[config.mk]
export PLATFORM = sky130hd
export DESIGN_NAME = cips_top
export DESIGN_NICKNAME = d
export VERILOG_FILES = /design/src/verilog/cips_pkg.sv /design/src/verilog/cips_axil_slave.sv /design/src/verilog/cips_prio_arb.sv /design/src/verilog/cips_top.sv
export SDC_FILE = /design/constraint.sdc
export NUM_CORES = 1
export LEC_CHECK = 0
export BUFFER_PORTS_ARGS = -buffer_cell sky130_fd_sc_hd__buf_4
export CORE_ASPECT_RATIO = 0.7
export CORE_MARGIN = 4
export CORE_UTILIZATION = 53
export CTS_CLUSTER_SIZE = 12
export DETAILED_ROUTE_END_ITERATION = 8
export HOLD_SLACK_MARGIN = 0.06
export PLACE_DENSITY = 0.87
export SYNTH_ARGS = -nofsm -noshare
export SYNTH_HDL_FRONTEND = slang
export SYNTH_SLANG_ARGS = --single-unit
[constraint.sdc]
create_clock -name aclk -period 38.2 [get_ports aclk]
set_clock_uncertainty 0.1 [all_clocks]
set_input_delay 11.46 -clock aclk [delete_from_list [all_inputs] [get_ports aclk]]
set_output_delay 11.46 -clock aclk [all_outputs]
set_load 0.02 [all_outputs]
[src/verilog/cips_pkg.sv]
// Constants for the CPU interrupt priority status block: register map, field
// positions, implemented-bit masks and reset values.
// Assumes a 32-bit AXI4-Lite bus with 16-bit registers in the low half-word; the source priority register uses all 32 bits.
package cips_pkg;
  localparam int NSRC = 8;
  localparam int AW = 16;
  // Register indices; the byte address on the bus is four times the index.
  localparam logic [AW-1:0] IDX_ICTL1 = 16'h08C0;
  localparam logic [AW-1:0] IDX_ICTL2 = 16'h08C2;
  localparam logic [AW-1:0] IDX_ICTL3 = 16'h08C4;
  localparam logic [AW-1:0] IDX_ICTL4 = 16'h08C6;
  localparam logic [AW-1:0] IDX_PEND = 16'h08C8;
  localparam logic [AW-1:0] IDX_STATUS_WORD = 16'h0900;
  localparam logic [AW-1:0] IDX_CORE_CTL = 16'h0901;
  localparam logic [AW-1:0] IDX_SRC_PRIO = 16'h0902;
  localparam logic [AW-1:0] IDX_EVT_STATUS = 16'h0903;
  localparam logic [AW-1:0] IDX_EVT_CLEAR = 16'h0904;
  localparam logic [AW-1:0] IDX_EVT_ENABLE = 16'h0905;
  // Implemented bits of each register; all others read zero and ignore writes.
  localparam logic [15:0] MASK_ICTL1 = 16'hFFFE;
  localparam logic [15:0] MASK_ICTL2 = 16'hE007;
  localparam logic [15:0] MASK_ICTL3 = 16'h0030;
  localparam logic [15:0] MASK_ICTL4 = 16'h0001;
  localparam logic [15:0] MASK_CORE_CTL = 16'h0008;
  localparam logic [15:0] RST_ICTL1 = 16'h0000;
  localparam logic [15:0] RST_ICTL2 = 16'h8000;
  localparam logic [15:0] RST_ICTL3 = 16'h0000;
  localparam logic [15:0] RST_ICTL4 = 16'h0000;
  localparam logic [15:0] RST_PEND = 16'h0000;
  localparam logic [15:0] RST_CORE_CTL = 16'h0000;
  localparam logic [2:0] RST_CPU_PRIO = 3'h0;
  // Field positions.
  localparam int NEST_DIS_BIT = 15;
  localparam int GIE_BIT = 15;
  localparam int CPU_PRIO_LSB = 5;
  localparam int CPU_PRIO_UPPER_BIT = 3;
  localparam int PEND_LEVEL_LSB = 8;
  localparam int PEND_VECTOR_LSB = 0;
  localparam int PRIO_FIELD_W = 4;
  // Event bits of the sticky status register.
  localparam int NEVT = 2;
  localparam int EVT_FORWARD = 0;
  localparam int EVT_BLOCKED_WRITE = 1;
  localparam logic [1:0] RESP_OKAY = 2'h0;
  localparam logic [1:0] RESP_SLVERR = 2'h2;
endpackage : cips_pkg

[src/verilog/cips_axil_slave.sv]
// AXI4-Lite slave front end: accepts address and data in either order,
// presents one-cycle register access strobes and returns the responses.
// Assumes the register file answers reads combinationally from rd_addr.
`timescale 1ns/1ps
module cips_axil_slave
  import cips_pkg::*;
(
  input wire logic aclk,
  input wire logic aresetn,
  input wire logic [AW-1:0] s_axi_awaddr,
  input wire logic s_axi_awvalid,
  output logic s_axi_awready,
  input wire logic [31:0] s_axi_wdata,
  input wire logic [3:0] s_axi_wstrb,
  input wire logic s_axi_wvalid,
  output logic s_axi_wready,
  output logic [1:0] s_axi_bresp,
  output logic s_axi_bvalid,
  input wire logic s_axi_bready,
  input wire logic [AW-1:0] s_axi_araddr,
  input wire logic s_axi_arvalid,
  output logic s_axi_arready,
  output logic [31:0] s_axi_rdata,
  output logic [1:0] s_axi_rresp,
  output logic s_axi_rvalid,
  input wire logic s_axi_rready,
  output logic wr_en,
  output logic [AW-1:0] wr_addr,
  output logic [31:0] wr_data,
  output logic [3:0] wr_strb,
  input wire logic wr_err,
  output logic [AW-1:0] rd_addr,
  input wire logic [31:0] rd_data,
  input wire logic rd_err
);
  logic rd_req_q;
  wire aw_hs = s_axi_awvalid & s_axi_awready;
  wire w_hs = s_axi_wvalid & s_axi_wready;
  wire ar_hs = s_axi_arvalid & s_axi_arready;
  // Both halves held and no response outstanding: the write happens now.
  assign wr_en = ~s_axi_awready & ~s_axi_wready & ~s_axi_bvalid;

  always_ff @(posedge aclk) begin
    if (!aresetn) begin
      s_axi_awready <= 1'b1;
      s_axi_wready <= 1'b1;
      s_axi_bvalid <= 1'b0;
      s_axi_bresp <= RESP_OKAY;
      wr_addr <= '0;
      wr_data <= '0;
      wr_strb <= '0;
    end else begin
      if (aw_hs) begin
        s_axi_awready <= 1'b0;
        wr_addr <= s_axi_awaddr;
      end
      if (w_hs) begin
        s_axi_wready <= 1'b0;
        wr_data <= s_axi_wdata;
        wr_strb <= s_axi_wstrb;
      end
      if (wr_en) begin
        s_axi_bvalid <= 1'b1;
        s_axi_bresp <= wr_err ? RESP_SLVERR : RESP_OKAY;
      end else if (s_axi_bvalid && s_axi_bready) begin
        s_axi_bvalid <= 1'b0;
        s_axi_awready <= 1'b1;
        s_axi_wready <= 1'b1;
      end
    end
  end

  always_ff @(posedge aclk) begin
    if (!aresetn) begin
      s_axi_arready <= 1'b1;
      rd_req_q <= 1'b0;
      rd_addr <= '0;
      s_axi_rvalid <= 1'b0;
      s_axi_rdata <= '0;
      s_axi_rresp <= RESP_OKAY;
    end else begin
      rd_req_q <= ar_hs;
      if (ar_hs) begin
        s_axi_arready <= 1'b0;
        rd_addr <= s_axi_araddr;
      end
      if (rd_req_q) begin
        s_axi_rvalid <= 1'b1;
        s_axi_rdata <= rd_err ? 32'h00000000 : rd_data;
        s_axi_rresp <= rd_err ? RESP_SLVERR : RESP_OKAY;
      end else if (s_axi_rvalid && s_axi_rready) begin
        s_axi_rvalid <= 1'b0;
        s_axi_arready <= 1'b1;
      end
    end
  end
endmodule : cips_axil_slave

[src/verilog/cips_prio_arb.sv]
// Combinational priority selector: finds the pending source with the highest
// priority; on a tie the lowest source index wins.
// Assumes requests and priorities come from logic on the same clock.
`timescale 1ns/1ps
module cips_prio_arb
  import cips_pkg::*;
(
  input wire logic [NSRC-1:0] req,
  input wire logic [NSRC*PRIO_FIELD_W-1:0] prio,
  output logic found,
  output logic [PRIO_FIELD_W-1:0] best_prio,
  output logic [7:0] best_index
);
  logic [NSRC:0] chain_found;
  logic [PRIO_FIELD_W-1:0] chain_prio [NSRC+1];
  logic [7:0] chain_index [NSRC+1];

  assign chain_found[NSRC] = 1'b0;
  assign chain_prio[NSRC] = '0;
  assign chain_index[NSRC] = 8'h00;

  // Scanning from the top index down lets a lower index replace an equal one.
  // A priority of zero never takes part, so it works as a per-source disable.
  for (genvar i = NSRC - 1; i >= 0; i--) begin : g_scan
    wire [PRIO_FIELD_W-1:0] p = prio[i*PRIO_FIELD_W +: PRIO_FIELD_W];
    wire take = req[i] && (p != '0) && (!chain_found[i+1] || p >= chain_prio[i+1]);
    assign chain_found[i] = chain_found[i+1] | take;
    assign chain_prio[i] = take ? p : chain_prio[i+1];
    assign chain_index[i] = take ? 8'(i) : chain_index[i+1];
  end

  assign found = chain_found[0];
  assign best_prio = chain_prio[0];
  assign best_index = chain_index[0];
endmodule : cips_prio_arb

[src/verilog/cips_top.sv]
// Interrupt priority controller: control registers, CPU priority level,
// pending report, forwarding to the core and event interrupt, on AXI4-Lite.
// Assumes src_req and core_ack come from logic on aclk; the core pulses
// core_ack for one cycle when it takes the forwarded interrupt.
`timescale 1ns/1ps
module cips_top
  import cips_pkg::*;
(
  input wire logic aclk,
  input wire logic aresetn,
  input wire logic [AW-1:0] s_axi_awaddr,
  input wire logic s_axi_awvalid,
  output logic s_axi_awready,
  input wire logic [31:0] s_axi_wdata,
  input wire logic [3:0] s_axi_wstrb,
  input wire logic s_axi_wvalid,
  output logic s_axi_wready,
  output logic [1:0] s_axi_bresp,
  output logic s_axi_bvalid,
  input wire logic s_axi_bready,
  input wire logic [AW-1:0] s_axi_araddr,
  input wire logic s_axi_arvalid,
  output logic s_axi_arready,
  output logic [31:0] s_axi_rdata,
  output logic [1:0] s_axi_rresp,
  output logic s_axi_rvalid,
  input wire logic s_axi_rready,
  input wire logic [NSRC-1:0] src_req,
  input wire logic core_ack,
  output logic core_irq_q,
  output logic [3:0] core_level_q,
  output logic [7:0] core_vector_q,
  output logic [3:0] cpu_priority_q,
  output logic irq_q
);
  logic wr_en;
  logic [AW-1:0] wr_addr;
  logic [31:0] wr_data;
  logic [3:0] wr_strb;
  logic [AW-1:0] rd_addr;
  logic [31:0] rd_data;
  logic wr_err;
  logic rd_err;

  logic [15:0] interrupt_control_1_q;
  logic [15:0] interrupt_control_2_q;
  logic [15:0] interrupt_control_3_q;
  logic [15:0] interrupt_control_4_q;
  logic [15:0] pending_interrupt_report_q;
  logic [15:0] core_control_register_q;
  logic [2:0] cpu_priority_low_bits_q;
  logic [NSRC*PRIO_FIELD_W-1:0] src_prio_q;
  logic [NEVT-1:0] evt_status_q;
  logic [NEVT-1:0] evt_enable_q;
  logic core_irq_d;

  cips_axil_slave u_bus (
    .aclk(aclk),
    .aresetn(aresetn),
    .s_axi_awaddr(s_axi_awaddr),
    .s_axi_awvalid(s_axi_awvalid),
    .s_axi_awready(s_axi_awready),
    .s_axi_wdata(s_axi_wdata),
    .s_axi_wstrb(s_axi_wstrb),
    .s_axi_wvalid(s_axi_wvalid),
    .s_axi_wready(s_axi_wready),
    .s_axi_bresp(s_axi_bresp),
    .s_axi_bvalid(s_axi_bvalid),
    .s_axi_bready(s_axi_bready),
    .s_axi_araddr(s_axi_araddr),
    .s_axi_arvalid(s_axi_arvalid),
    .s_axi_arready(s_axi_arready),
    .s_axi_rdata(s_axi_rdata),
    .s_axi_rresp(s_axi_rresp),
    .s_axi_rvalid(s_axi_rvalid),
    .s_axi_rready(s_axi_rready),
    .wr_en(wr_en),
    .wr_addr(wr_addr),
    .wr_data(wr_data),
    .wr_strb(wr_strb),
    .wr_err(wr_err),
    .rd_addr(rd_addr),
    .rd_data(rd_data),
    .rd_err(rd_err)
  );

  // Byte-lane merge that also keeps unimplemented bits at zero.
  function automatic logic [15:0] merge16(input logic [15:0] old_v, input logic [31:0] new_v,
                                          input logic [3:0] strb, input logic [15:0] mask);
    logic [15:0] lanes;
    lanes = {{8{strb[1]}}, {8{strb[0]}}};
    merge16 = ((old_v & ~lanes) | (new_v[15:0] & lanes)) & mask;
  endfunction : merge16

  // Word-aligned index decode; low address bits select nothing.
  wire [AW-1:0] wr_idx = {2'h0, wr_addr[AW-1:2]};
  wire [AW-1:0] rd_idx = {2'h0, rd_addr[AW-1:2]};
  wire wr_ictl1 = wr_en && wr_idx == IDX_ICTL1;
  wire wr_ictl2 = wr_en && wr_idx == IDX_ICTL2;
  wire wr_ictl3 = wr_en && wr_idx == IDX_ICTL3;
  wire wr_ictl4 = wr_en && wr_idx == IDX_ICTL4;
  wire wr_status_word = wr_en && wr_idx == IDX_STATUS_WORD;
  wire wr_core_ctl = wr_en && wr_idx == IDX_CORE_CTL;
  wire wr_src_prio = wr_en && wr_idx == IDX_SRC_PRIO;
  wire wr_evt_clear = wr_en && wr_idx == IDX_EVT_CLEAR;
  wire wr_evt_enable = wr_en && wr_idx == IDX_EVT_ENABLE;
  wire wr_ro = wr_idx == IDX_PEND || wr_idx == IDX_EVT_STATUS;
  wire wr_known = wr_ictl1 | wr_ictl2 | wr_ictl3 | wr_ictl4 | wr_status_word | wr_core_ctl |
                  wr_src_prio | wr_evt_clear | wr_evt_enable;
  // Writes to the read-only report and status registers complete quietly.
  assign wr_err = !(wr_known || wr_ro);

  wire nesting_disable = interrupt_control_1_q[NEST_DIS_BIT];
  wire global_irq_enable = interrupt_control_2_q[GIE_BIT];
  wire cpu_priority_upper_bit = core_control_register_q[CPU_PRIO_UPPER_BIT];
  wire [3:0] eff_priority = {cpu_priority_upper_bit, cpu_priority_low_bits_q};
  wire [15:0] cpu_status_word = {8'h00, cpu_priority_low_bits_q, 5'h00};
  wire prio_write_lanes = wr_strb[0];
  wire prio_write_ok = wr_status_word && prio_write_lanes && !nesting_disable;
  wire prio_write_blocked = wr_status_word && prio_write_lanes && nesting_disable;

  // Read multiplexer; unimplemented bits are already zero in each register.
  wire [15:0] rd_ictl = rd_idx == IDX_ICTL1 ? interrupt_control_1_q :
                        rd_idx == IDX_ICTL2 ? interrupt_control_2_q :
                        rd_idx == IDX_ICTL3 ? interrupt_control_3_q :
                        rd_idx == IDX_ICTL4 ? interrupt_control_4_q :
                        rd_idx == IDX_PEND ? pending_interrupt_report_q :
                        rd_idx == IDX_STATUS_WORD ? cpu_status_word :
                        rd_idx == IDX_CORE_CTL ? core_control_register_q :
                        rd_idx == IDX_EVT_STATUS ? {14'h0000, evt_status_q} :
                        rd_idx == IDX_EVT_ENABLE ? {14'h0000, evt_enable_q} : 16'h0000;
  assign rd_data = rd_idx == IDX_SRC_PRIO ? src_prio_q : {16'h0000, rd_ictl};
  assign rd_err = !(rd_idx == IDX_ICTL1 || rd_idx == IDX_ICTL2 || rd_idx == IDX_ICTL3 ||
                    rd_idx == IDX_ICTL4 || rd_idx == IDX_PEND || rd_idx == IDX_STATUS_WORD ||
                    rd_idx == IDX_CORE_CTL || rd_idx == IDX_SRC_PRIO ||
                    rd_idx == IDX_EVT_STATUS || rd_idx == IDX_EVT_ENABLE ||
                    rd_idx == IDX_EVT_CLEAR);

  logic arb_found;
  logic [PRIO_FIELD_W-1:0] arb_prio;
  logic [7:0] arb_index;

  cips_prio_arb u_arb (
    .req(src_req),
    .prio(src_prio_q),
    .found(arb_found),
    .best_prio(arb_prio),
    .best_index(arb_index)
  );

  // Source priorities are user levels; a value at or below the effective level
  // is held back, so level 7 and every level with the upper bit set block all.
  // A source field above 7 must not slip past level 7, so level 7 gates all.
  wire level_seven = cpu_priority_low_bits_q == 3'h7;
  wire user_allowed = global_irq_enable && !cpu_priority_upper_bit && !level_seven;
  wire prio_beats = arb_prio > eff_priority;
  assign core_irq_d = arb_found && user_allowed && prio_beats;
  wire take = core_irq_q && core_ack;

  always_ff @(posedge aclk) begin
    if (!aresetn) begin
      interrupt_control_1_q <= RST_ICTL1;
      interrupt_control_2_q <= RST_ICTL2;
      interrupt_control_3_q <= RST_ICTL3;
      interrupt_control_4_q <= RST_ICTL4;
      core_control_register_q <= RST_CORE_CTL;
      src_prio_q <= '0;
    end else begin
      if (wr_ictl1) begin
        interrupt_control_1_q <= merge16(interrupt_control_1_q, wr_data, wr_strb, MASK_ICTL1);
      end
      if (wr_ictl2) begin
        interrupt_control_2_q <= merge16(interrupt_control_2_q, wr_data, wr_strb, MASK_ICTL2);
      end
      if (wr_ictl3) begin
        interrupt_control_3_q <= merge16(interrupt_control_3_q, wr_data, wr_strb, MASK_ICTL3);
      end
      if (wr_ictl4) begin
        interrupt_control_4_q <= merge16(interrupt_control_4_q, wr_data, wr_strb, MASK_ICTL4);
      end
      if (wr_core_ctl) begin
        core_control_register_q <= merge16(core_control_register_q, wr_data, wr_strb,
                                           MASK_CORE_CTL);
      end
      if (wr_src_prio) begin
        for (int b = 0; b < 4; b++) begin
          if (wr_strb[b]) begin
            src_prio_q[b*8 +: 8] <= wr_data[b*8 +: 8];
          end
        end
      end
    end
  end

  // Taking an interrupt loads the CPU level with the low three bits of the taken priority even with
  // nesting disabled; only software writes are locked out then.
  always_ff @(posedge aclk) begin
    if (!aresetn) begin
      cpu_priority_low_bits_q <= RST_CPU_PRIO;
    end else if (take) begin
      cpu_priority_low_bits_q <= core_level_q[2:0];
    end else if (prio_write_ok) begin
      cpu_priority_low_bits_q <= wr_data[CPU_PRIO_LSB +: 3];
    end
  end

  always_ff @(posedge aclk) begin
    if (!aresetn) begin
      core_irq_q <= 1'b0;
      core_level_q <= 4'h0;
      core_vector_q <= 8'h00;
      pending_interrupt_report_q <= RST_PEND;
      cpu_priority_q <= 4'h0;
    end else begin
      core_irq_q <= core_irq_d;
      core_level_q <= core_irq_d ? arb_prio : 4'h0;
      core_vector_q <= core_irq_d ? arb_index : 8'h00;
      pending_interrupt_report_q <= core_irq_d ?
        {4'h0, arb_prio, arb_index} : 16'h0000;
      cpu_priority_q <= eff_priority;
    end
  end

  // Sticky events: a set in the same cycle as its clear wins.
  wire [NEVT-1:0] evt_set = {prio_write_blocked, core_irq_d & ~core_irq_q};
  wire [NEVT-1:0] evt_clr = wr_evt_clear && wr_strb[0] ? wr_data[NEVT-1:0] : '0;

  always_ff @(posedge aclk) begin
    if (!aresetn) begin
      evt_status_q <= '0;
      evt_enable_q <= '0;
      irq_q <= 1'b0;
    end else begin
      evt_status_q <= (evt_status_q & ~evt_clr) | evt_set;
      if (wr_evt_enable && wr_strb[0]) begin
        evt_enable_q <= wr_data[NEVT-1:0];
      end
      irq_q <= |(((evt_status_q & ~evt_clr) | evt_set) &
                 (wr_evt_enable && wr_strb[0] ? wr_data[NEVT-1:0] : evt_enable_q));
    end
  end
endmodule : cips_top

==> results of run 1 <==
placed cells by master, fill, tap and decap left out, types with 4 or more instances in the layout:
cell       count
and2_1        16
o21a_1         5
o21ai_0       23
dfxtp_1      180
nor2_1        29
a31oi_1        4
or2_2          6
inv_6          4
a22oi_1        6
o41ai_1        5
a221oi_1       4
a21oi_1       35
a21o_1         6
buf_4        137
nand2b_1       8
inv_1         30
a222oi_1      12
conb_1         7
a21boi_0      81
nor3_1        12
a22o_1         5
nand2_1      199
ha_1          31
nand4_1        8
o31ai_1        4
nand3_1       23
nor2b_1       87
o211a_1       17
mux2i_1       51
nor4_1         4
clkbuf_16     17
critical path, delay by kind of cell:
| kind | cells | cell delay [ns] |
|---|---|---|
| AO/OA/AOI/OAI | 21 | 5.50 |
| AND/OR/NAND/NOR | 21 | 4.10 |
| adder cells (fa/ha/maj) | 8 | 2.19 |
| multiplexers | 2 | 0.73 |
| buffers and inverters | 4 | 0.44 |
cells by family (layout without fill, tap and decap cells):
| kind of cell | Yosys count | in the layout | share of synthesized area (%) |
|---|---|---|---|
| flip-flops | 181 | 181 | 41.5 |
| adder cells (fa/ha/maj) | 31 | 31 | 4.44 |
| AO/OA/AOI/OAI | 236 | 236 | 20.7 |
| buffers and inverters | 85 | 199 | 4.05 |
| other | 1 | 7 | 0.0429 |
| multiplexers | 54 | 54 | 6.23 |
| AND/OR/NAND/NOR | 413 | 413 | 23.0 |
where the power goes:
part	switching [W]	total [W]	internal, W
clock	0.0000818	0.000175	0.0000930
combinational	0.0000151	0.0000284	0.0000132
sequential	0.00000510	0.000199	0.000194
routing by layer:
layer  track usage [%]  vias to the layer above  wire length (um)
met5                 0                        -                 0
met4              5.17                        0               199
met3              5.79                       19              1990
met2              33.7                      302              9020
met1              37.0                     3538             11300
li1                  -                     3696                 -
layout make-up:
class | count | area, um2 | share of cell area, %
clock buffers | 17 | 425 | 4.08
well taps | 220 | 275 | 2.64
multi-input cells | 741 | 4790 | 45.9
clock inverters | 15 | 166 | 1.60
repair buffers | 137 | 1030 | 9.87
inverters | 30 | 113 | 1.08
flip-flops and latches | 181 | 3620 | 34.8
synth_stat cells, types with 6 or more instances:
master | count | area (um2)
nor2_1 | 29 | 109
a21o_1 | 6 | 45.0
o21ai_0 | 23 | 115
nand2b_1 | 8 | 50.1
dfxtp_1 | 181 | 3620
nor2b_1 | 87 | 544
clkbuf_1 | 45 | 169
nor3_1 | 12 | 60.1
o211a_1 | 17 | 170
nand2_1 | 199 | 747
mux2i_1 | 51 | 510
a22oi_1 | 6 | 45.0
nand3_1 | 23 | 115
nand4_1 | 8 | 50.1
a21boi_0 | 81 | 608
ha_1 | 31 | 388
a222oi_1 | 12 | 120
a21oi_1 | 35 | 175
and2_1 | 16 | 100
or2_2 | 6 | 37.5
buf_4 | 7 | 52.6
inv_1 | 30 | 113
worst paths after layout:
| kind | endpoint | slack (ns) | startpoint |
|---|---|---|---|
| setup / recovery | pending_interrupt_report_q[2]$_SDFF_PP0_ | 13.98 | src_req[7] |
| hold / removal | u_bus.wr_addr[13]$_SDFFE_PN0P_ | 0.37 | u_bus.wr_addr[13]$_SDFFE_PN0P_ |
| setup reg to reg | pending_interrupt_report_q[2]$_SDFF_PP0_ | 24.63 | src_prio_q[29]$_SDFFE_PN0P_ |
| hold reg to reg | u_bus.wr_addr[13]$_SDFFE_PN0P_ | 0.37 | u_bus.wr_addr[13]$_SDFFE_PN0P_ |
per-stage QoR:
stage                     hold WS, ns  power (W)
after floorplan                 0.339   0.000218
after global placement          0.350   0.000231
after detailed placement        0.360   0.000231
after CTS                       0.371   0.000403
final                           0.366   0.000402
after global routing            0.389   0.000417
==> flow_summary.toml, run 1 <==
[setup_path]
startpoint_type = "primary input"
cp_max_fo = 9
rr_worst_depth = 55
critPathCaptureType = "flip-flop"
crit_arrival_ns = 24.42
cpPeakStageDelay_ns = 0.59
cpMostUsedCell = "ha_1"
critical_path_class = "primary input to flip-flop"
required_ns = 38.39
slowest_stage = "a221oi_1"

[floorplan]
std_cell_rows = 38
coreArea_mm2 = 0.0158
fp.dieArea_mm2 = 0.0186
die_h_um = 115
fp.dieW_um = 161
ios = 143
initial_utilization_pct = 55.2

[global_routing]
grt_pass1_wl_um = 35800
grt.overflow.total = 0
grtUsageTotal_pct = 23.9
antenna_found_initial = 0
grt_pass1_vias = 6785
grt_start_max_net_pins = 91

[layout]
fin_area_mm2 = 0.0104
antenna_cells = 0
final_util_pct = 65.8
drive_gt1_share_pct = 17.9
layout.cells.non_filler = 1341
fillers = 1331
layout.nets = 1223
syn_to_final_growth_pct = 19.3

[synth]
seq_area_frac_synth_pct = 41.5
synth.avg_cell_area_um2 = 8.73
ys_seq_elements = 181
synth_top_flop_cell = "dfxtp_1"
async_reset_ff_share_pct = 0
synthesis.area_mm2 = 0.00874
synthCells = 1001
ys.warnings.count = 0
yosys.cell_types.count = 63
synth-edff-count = 0

[timing]
min_period_ns = 24.22
timing.final.crit_share_pct = 63.4
worstMarginPinSlew_ns = 1.20
setup_tns_ns = 0
fmax_ghz = 0.0413
finalWorstSetupSlack_ns = 13.98
setup_viol = 0
slew_violations = 0
hold_viol_final = 0
max_slew_margin_pct = 20.0
rsz0062_at_grt = "false"

[placement]
placed_area_mm2 = 0.00983
pre_cts_slack_ns = 13.89
hpwlAfterDp_um = 16300
dp_cells = 1309
place.gp.congestion = 0.922
port_buffers = 131

[power_and_ir_drop]
power.density_mw_per_mm2 = 38.6
ir_drop_v = 0.0000311
leakage_nw = 4.39

[cts]
cts-resized-gates = 0
clk_path_buf_depth = 2
clock-root-buffer = "clkbuf_16"
post-cts-setup-buffers = 0
numCtsBuffers = 17
worst_skew_pair.late_latency_ns = 0.43
h-tree-depth = 4
ctsHoldBuffers = 0
cts_sinks = 181
cts_tree = "done"
clk_pin_slew_ns = 0.07

[flow_run]
cap_violations = 0

[drt]
drt_pass1_iterations = 6
drc = 0
via_count = 7555
ant_nets = 0
routed_wl_um = 22500
drtIter0Drc = 725
viasPerCell = 5.63
routedWlPerCell_um = 16.8

[hold_path]
hold_path_class = "flip-flop to flip-flop"
whs_path_depth = 2

[status]
status = "complete, no violations"
No activity file was read; power rests on OpenSTA's default activity.
==> run 2: changes to the inputs <==
==> constraint.sdc (replaced) <==
create_clock -name aclk -period 25.2 [get_ports aclk]
set_clock_uncertainty 0.1 [all_clocks]
set_input_delay 7.56 -clock aclk [delete_from_list [all_inputs] [get_ports aclk]]
set_output_delay 7.56 -clock aclk [all_outputs]
set_load 0.02 [all_outputs]
==> run 2 against run 1 <==
Cell count about the same. Non-clock buffer count up 1. Power up 53%. Critical path depth up 2. Register-to-register slack worse by 13 ns. Worst hold slack worse by 0.0020 ns. Global-route usage up 0.078 points. Largest cell class unchanged.
==> flow_summary.toml, run 2 (same netlist as run 1, synthesis figures left out) <==
[drt]
drtIter0Drc = 771
ant_nets = 0
drc = 0
via_count = 7487
routedWlPerCell_um = 16.7
drt_pass1_iterations = 5
viasPerCell = 5.58
routed_wl_um = 22400

[setup_path]
cp_max_fo = 9
critical_path_class = "primary input to flip-flop"
startpoint_type = "primary input"
worstSetupStartpoint = "src_req[7]"
r2r_start = "src_prio_q[29]$_SDFFE_PN0P_"
critPathCaptureType = "flip-flop"
crit_arrival_ns = 20.38
cpMostUsedCell = "ha_1"
required_ns = 25.39
cpPeakStageDelay_ns = 0.54
slowest_stage = "a221oi_1"

[power_and_ir_drop]
ir_drop_v = 0.0000387
leakage_nw = 4.40
power_w = 0.000617
power.density_mw_per_mm2 = 59.1

[layout]
final_util_pct = 66.0
layout.cells.non_filler = 1342
antenna_cells = 0
drive_gt1_share_pct = 18.0
fillers = 1316
fin_area_mm2 = 0.0105
multi_input_area_mm2 = 0.00479
final_cell_mix = "nand2_1 (199), dfxtp_1 (180), buf_4 (138), nor2b_1 (87), a21boi_0 (81)"
layout.nets = 1224
syn_to_final_growth_pct = 19.6
seq_area_mm2 = 0.00362
final_common_cell = "nand2_1"

[timing]
slew_violations = 0
max_slew_margin_pct = 23.0
rsz0062_at_grt = "false"
min_period_ns = 20.19
timing.final.crit_share_pct = 80.1
fmax_ghz = 0.0495
hold_viol_final = 0
setup_tns_ns = 0
setup_viol = 0
worstMarginPinSlew_ns = 1.15

[cts]
cts-resized-gates = 0
cts_sinks = 181
h-tree-depth = 4
worst_skew_pair.late_latency_ns = 0.43
clock-root-buffer = "clkbuf_16"
clk_pin_slew_ns = 0.07
post-cts-setup-buffers = 0
cts_tree = "done"
clk_path_buf_depth = 2
numCtsBuffers = 17
ctsHoldBuffers = 0

[global_routing]
grt.overflow.total = 0
grt_pass1_wl_um = 36100
grt_start_max_net_pins = 92
antenna_found_initial = 0
grt_pass1_vias = 7086
grtUsageTotal_pct = 24.0

[placement]
place.gp.congestion = 0.923
hpwlAfterDp_um = 16300
port_buffers = 131
placed_area_mm2 = 0.00984
dp_cells = 1310

[floorplan]
coreArea_mm2 = 0.0158
initial_utilization_pct = 55.2
ios = 143
fp.dieArea_mm2 = 0.0186
die_h_um = 115
std_cell_rows = 38
fp.dieW_um = 161

[status]
status = "complete, no violations"

[hold_path]
hold_path_class = "flip-flop to flip-flop"
hold_start = "u_bus.wr_addr[13]$_SDFFE_PN0P_"

[flow_run]
cap_violations = 0
## run 2: cell count changes in the layout (fill, tap and decap cells not counted)
cell / change
buf_4: +1
inv_6: +1
bufinv_16: +1
clkinv_2: -1
inv_8: -1
## run 2: report_power, final
group,switching (W),total [W],internal (W)
clock network,0.000122,0.000273,0.000151
registers,0.00000776,0.000302,0.000294
logic,0.0000227,0.0000427,0.0000200
total,0.000152,0.000617,0.000465
## run 2: area by class of cell
type,instances,area share (%)
Multi-Input combinational cell,741,45.8
Sequential cell,181,34.7
Timing Repair Buffer,138,9.91
Clock buffer,17,4.07
Tap cell,220,2.63
Clock inverter,15,1.81
Inverter,30,1.08
## run 2: per-layer routing
layer,GRT usage [%],share of wire [%],up-vias
li1,-,-,3711
met1,36.9,49,3459
met2,34.8,41,299
met3,5.26,9.1,18
met4,4.60,0.90,0
met5,0,0,-
## run 2: worst paths after layout
| kind | depth (start not counted) | end | slack (ns) |
|---|---|---|---|
| setup / recovery | 58 | pending_interrupt_report_q[2]$_SDFF_PP0_ | 5.01 |
| hold / removal | 2 | u_bus.wr_addr[13]$_SDFFE_PN0P_ | 0.36 |
| setup reg to reg | 57 | pending_interrupt_report_q[2]$_SDFF_PP0_ | 11.77 |
| hold reg to reg | 2 | u_bus.wr_addr[13]$_SDFFE_PN0P_ | 0.36 |
## run 2: worst max-delay path: cells and delay by family
family	cells	cell delay (ns)
AO/OA/AOI/OAI	23	5.58
AND/OR/NAND/NOR	21	3.84
adder cells (fa/ha/maj)	8	2.23
multiplexers	2	0.73
buffers and inverters	4	0.41
## run 2: through the flow
| stage | hold slack (ns) | setup slack, ns |
|---|---|---|
| global route | 0.393 | 3.88 |
| finish | 0.364 | 5.01 |
| CTS | 0.367 | 5.15 |
| detailed placement | 0.357 | 4.81 |
| global placement | 0.349 | 4.96 |
| floorplan | 0.339 | 6.67 |
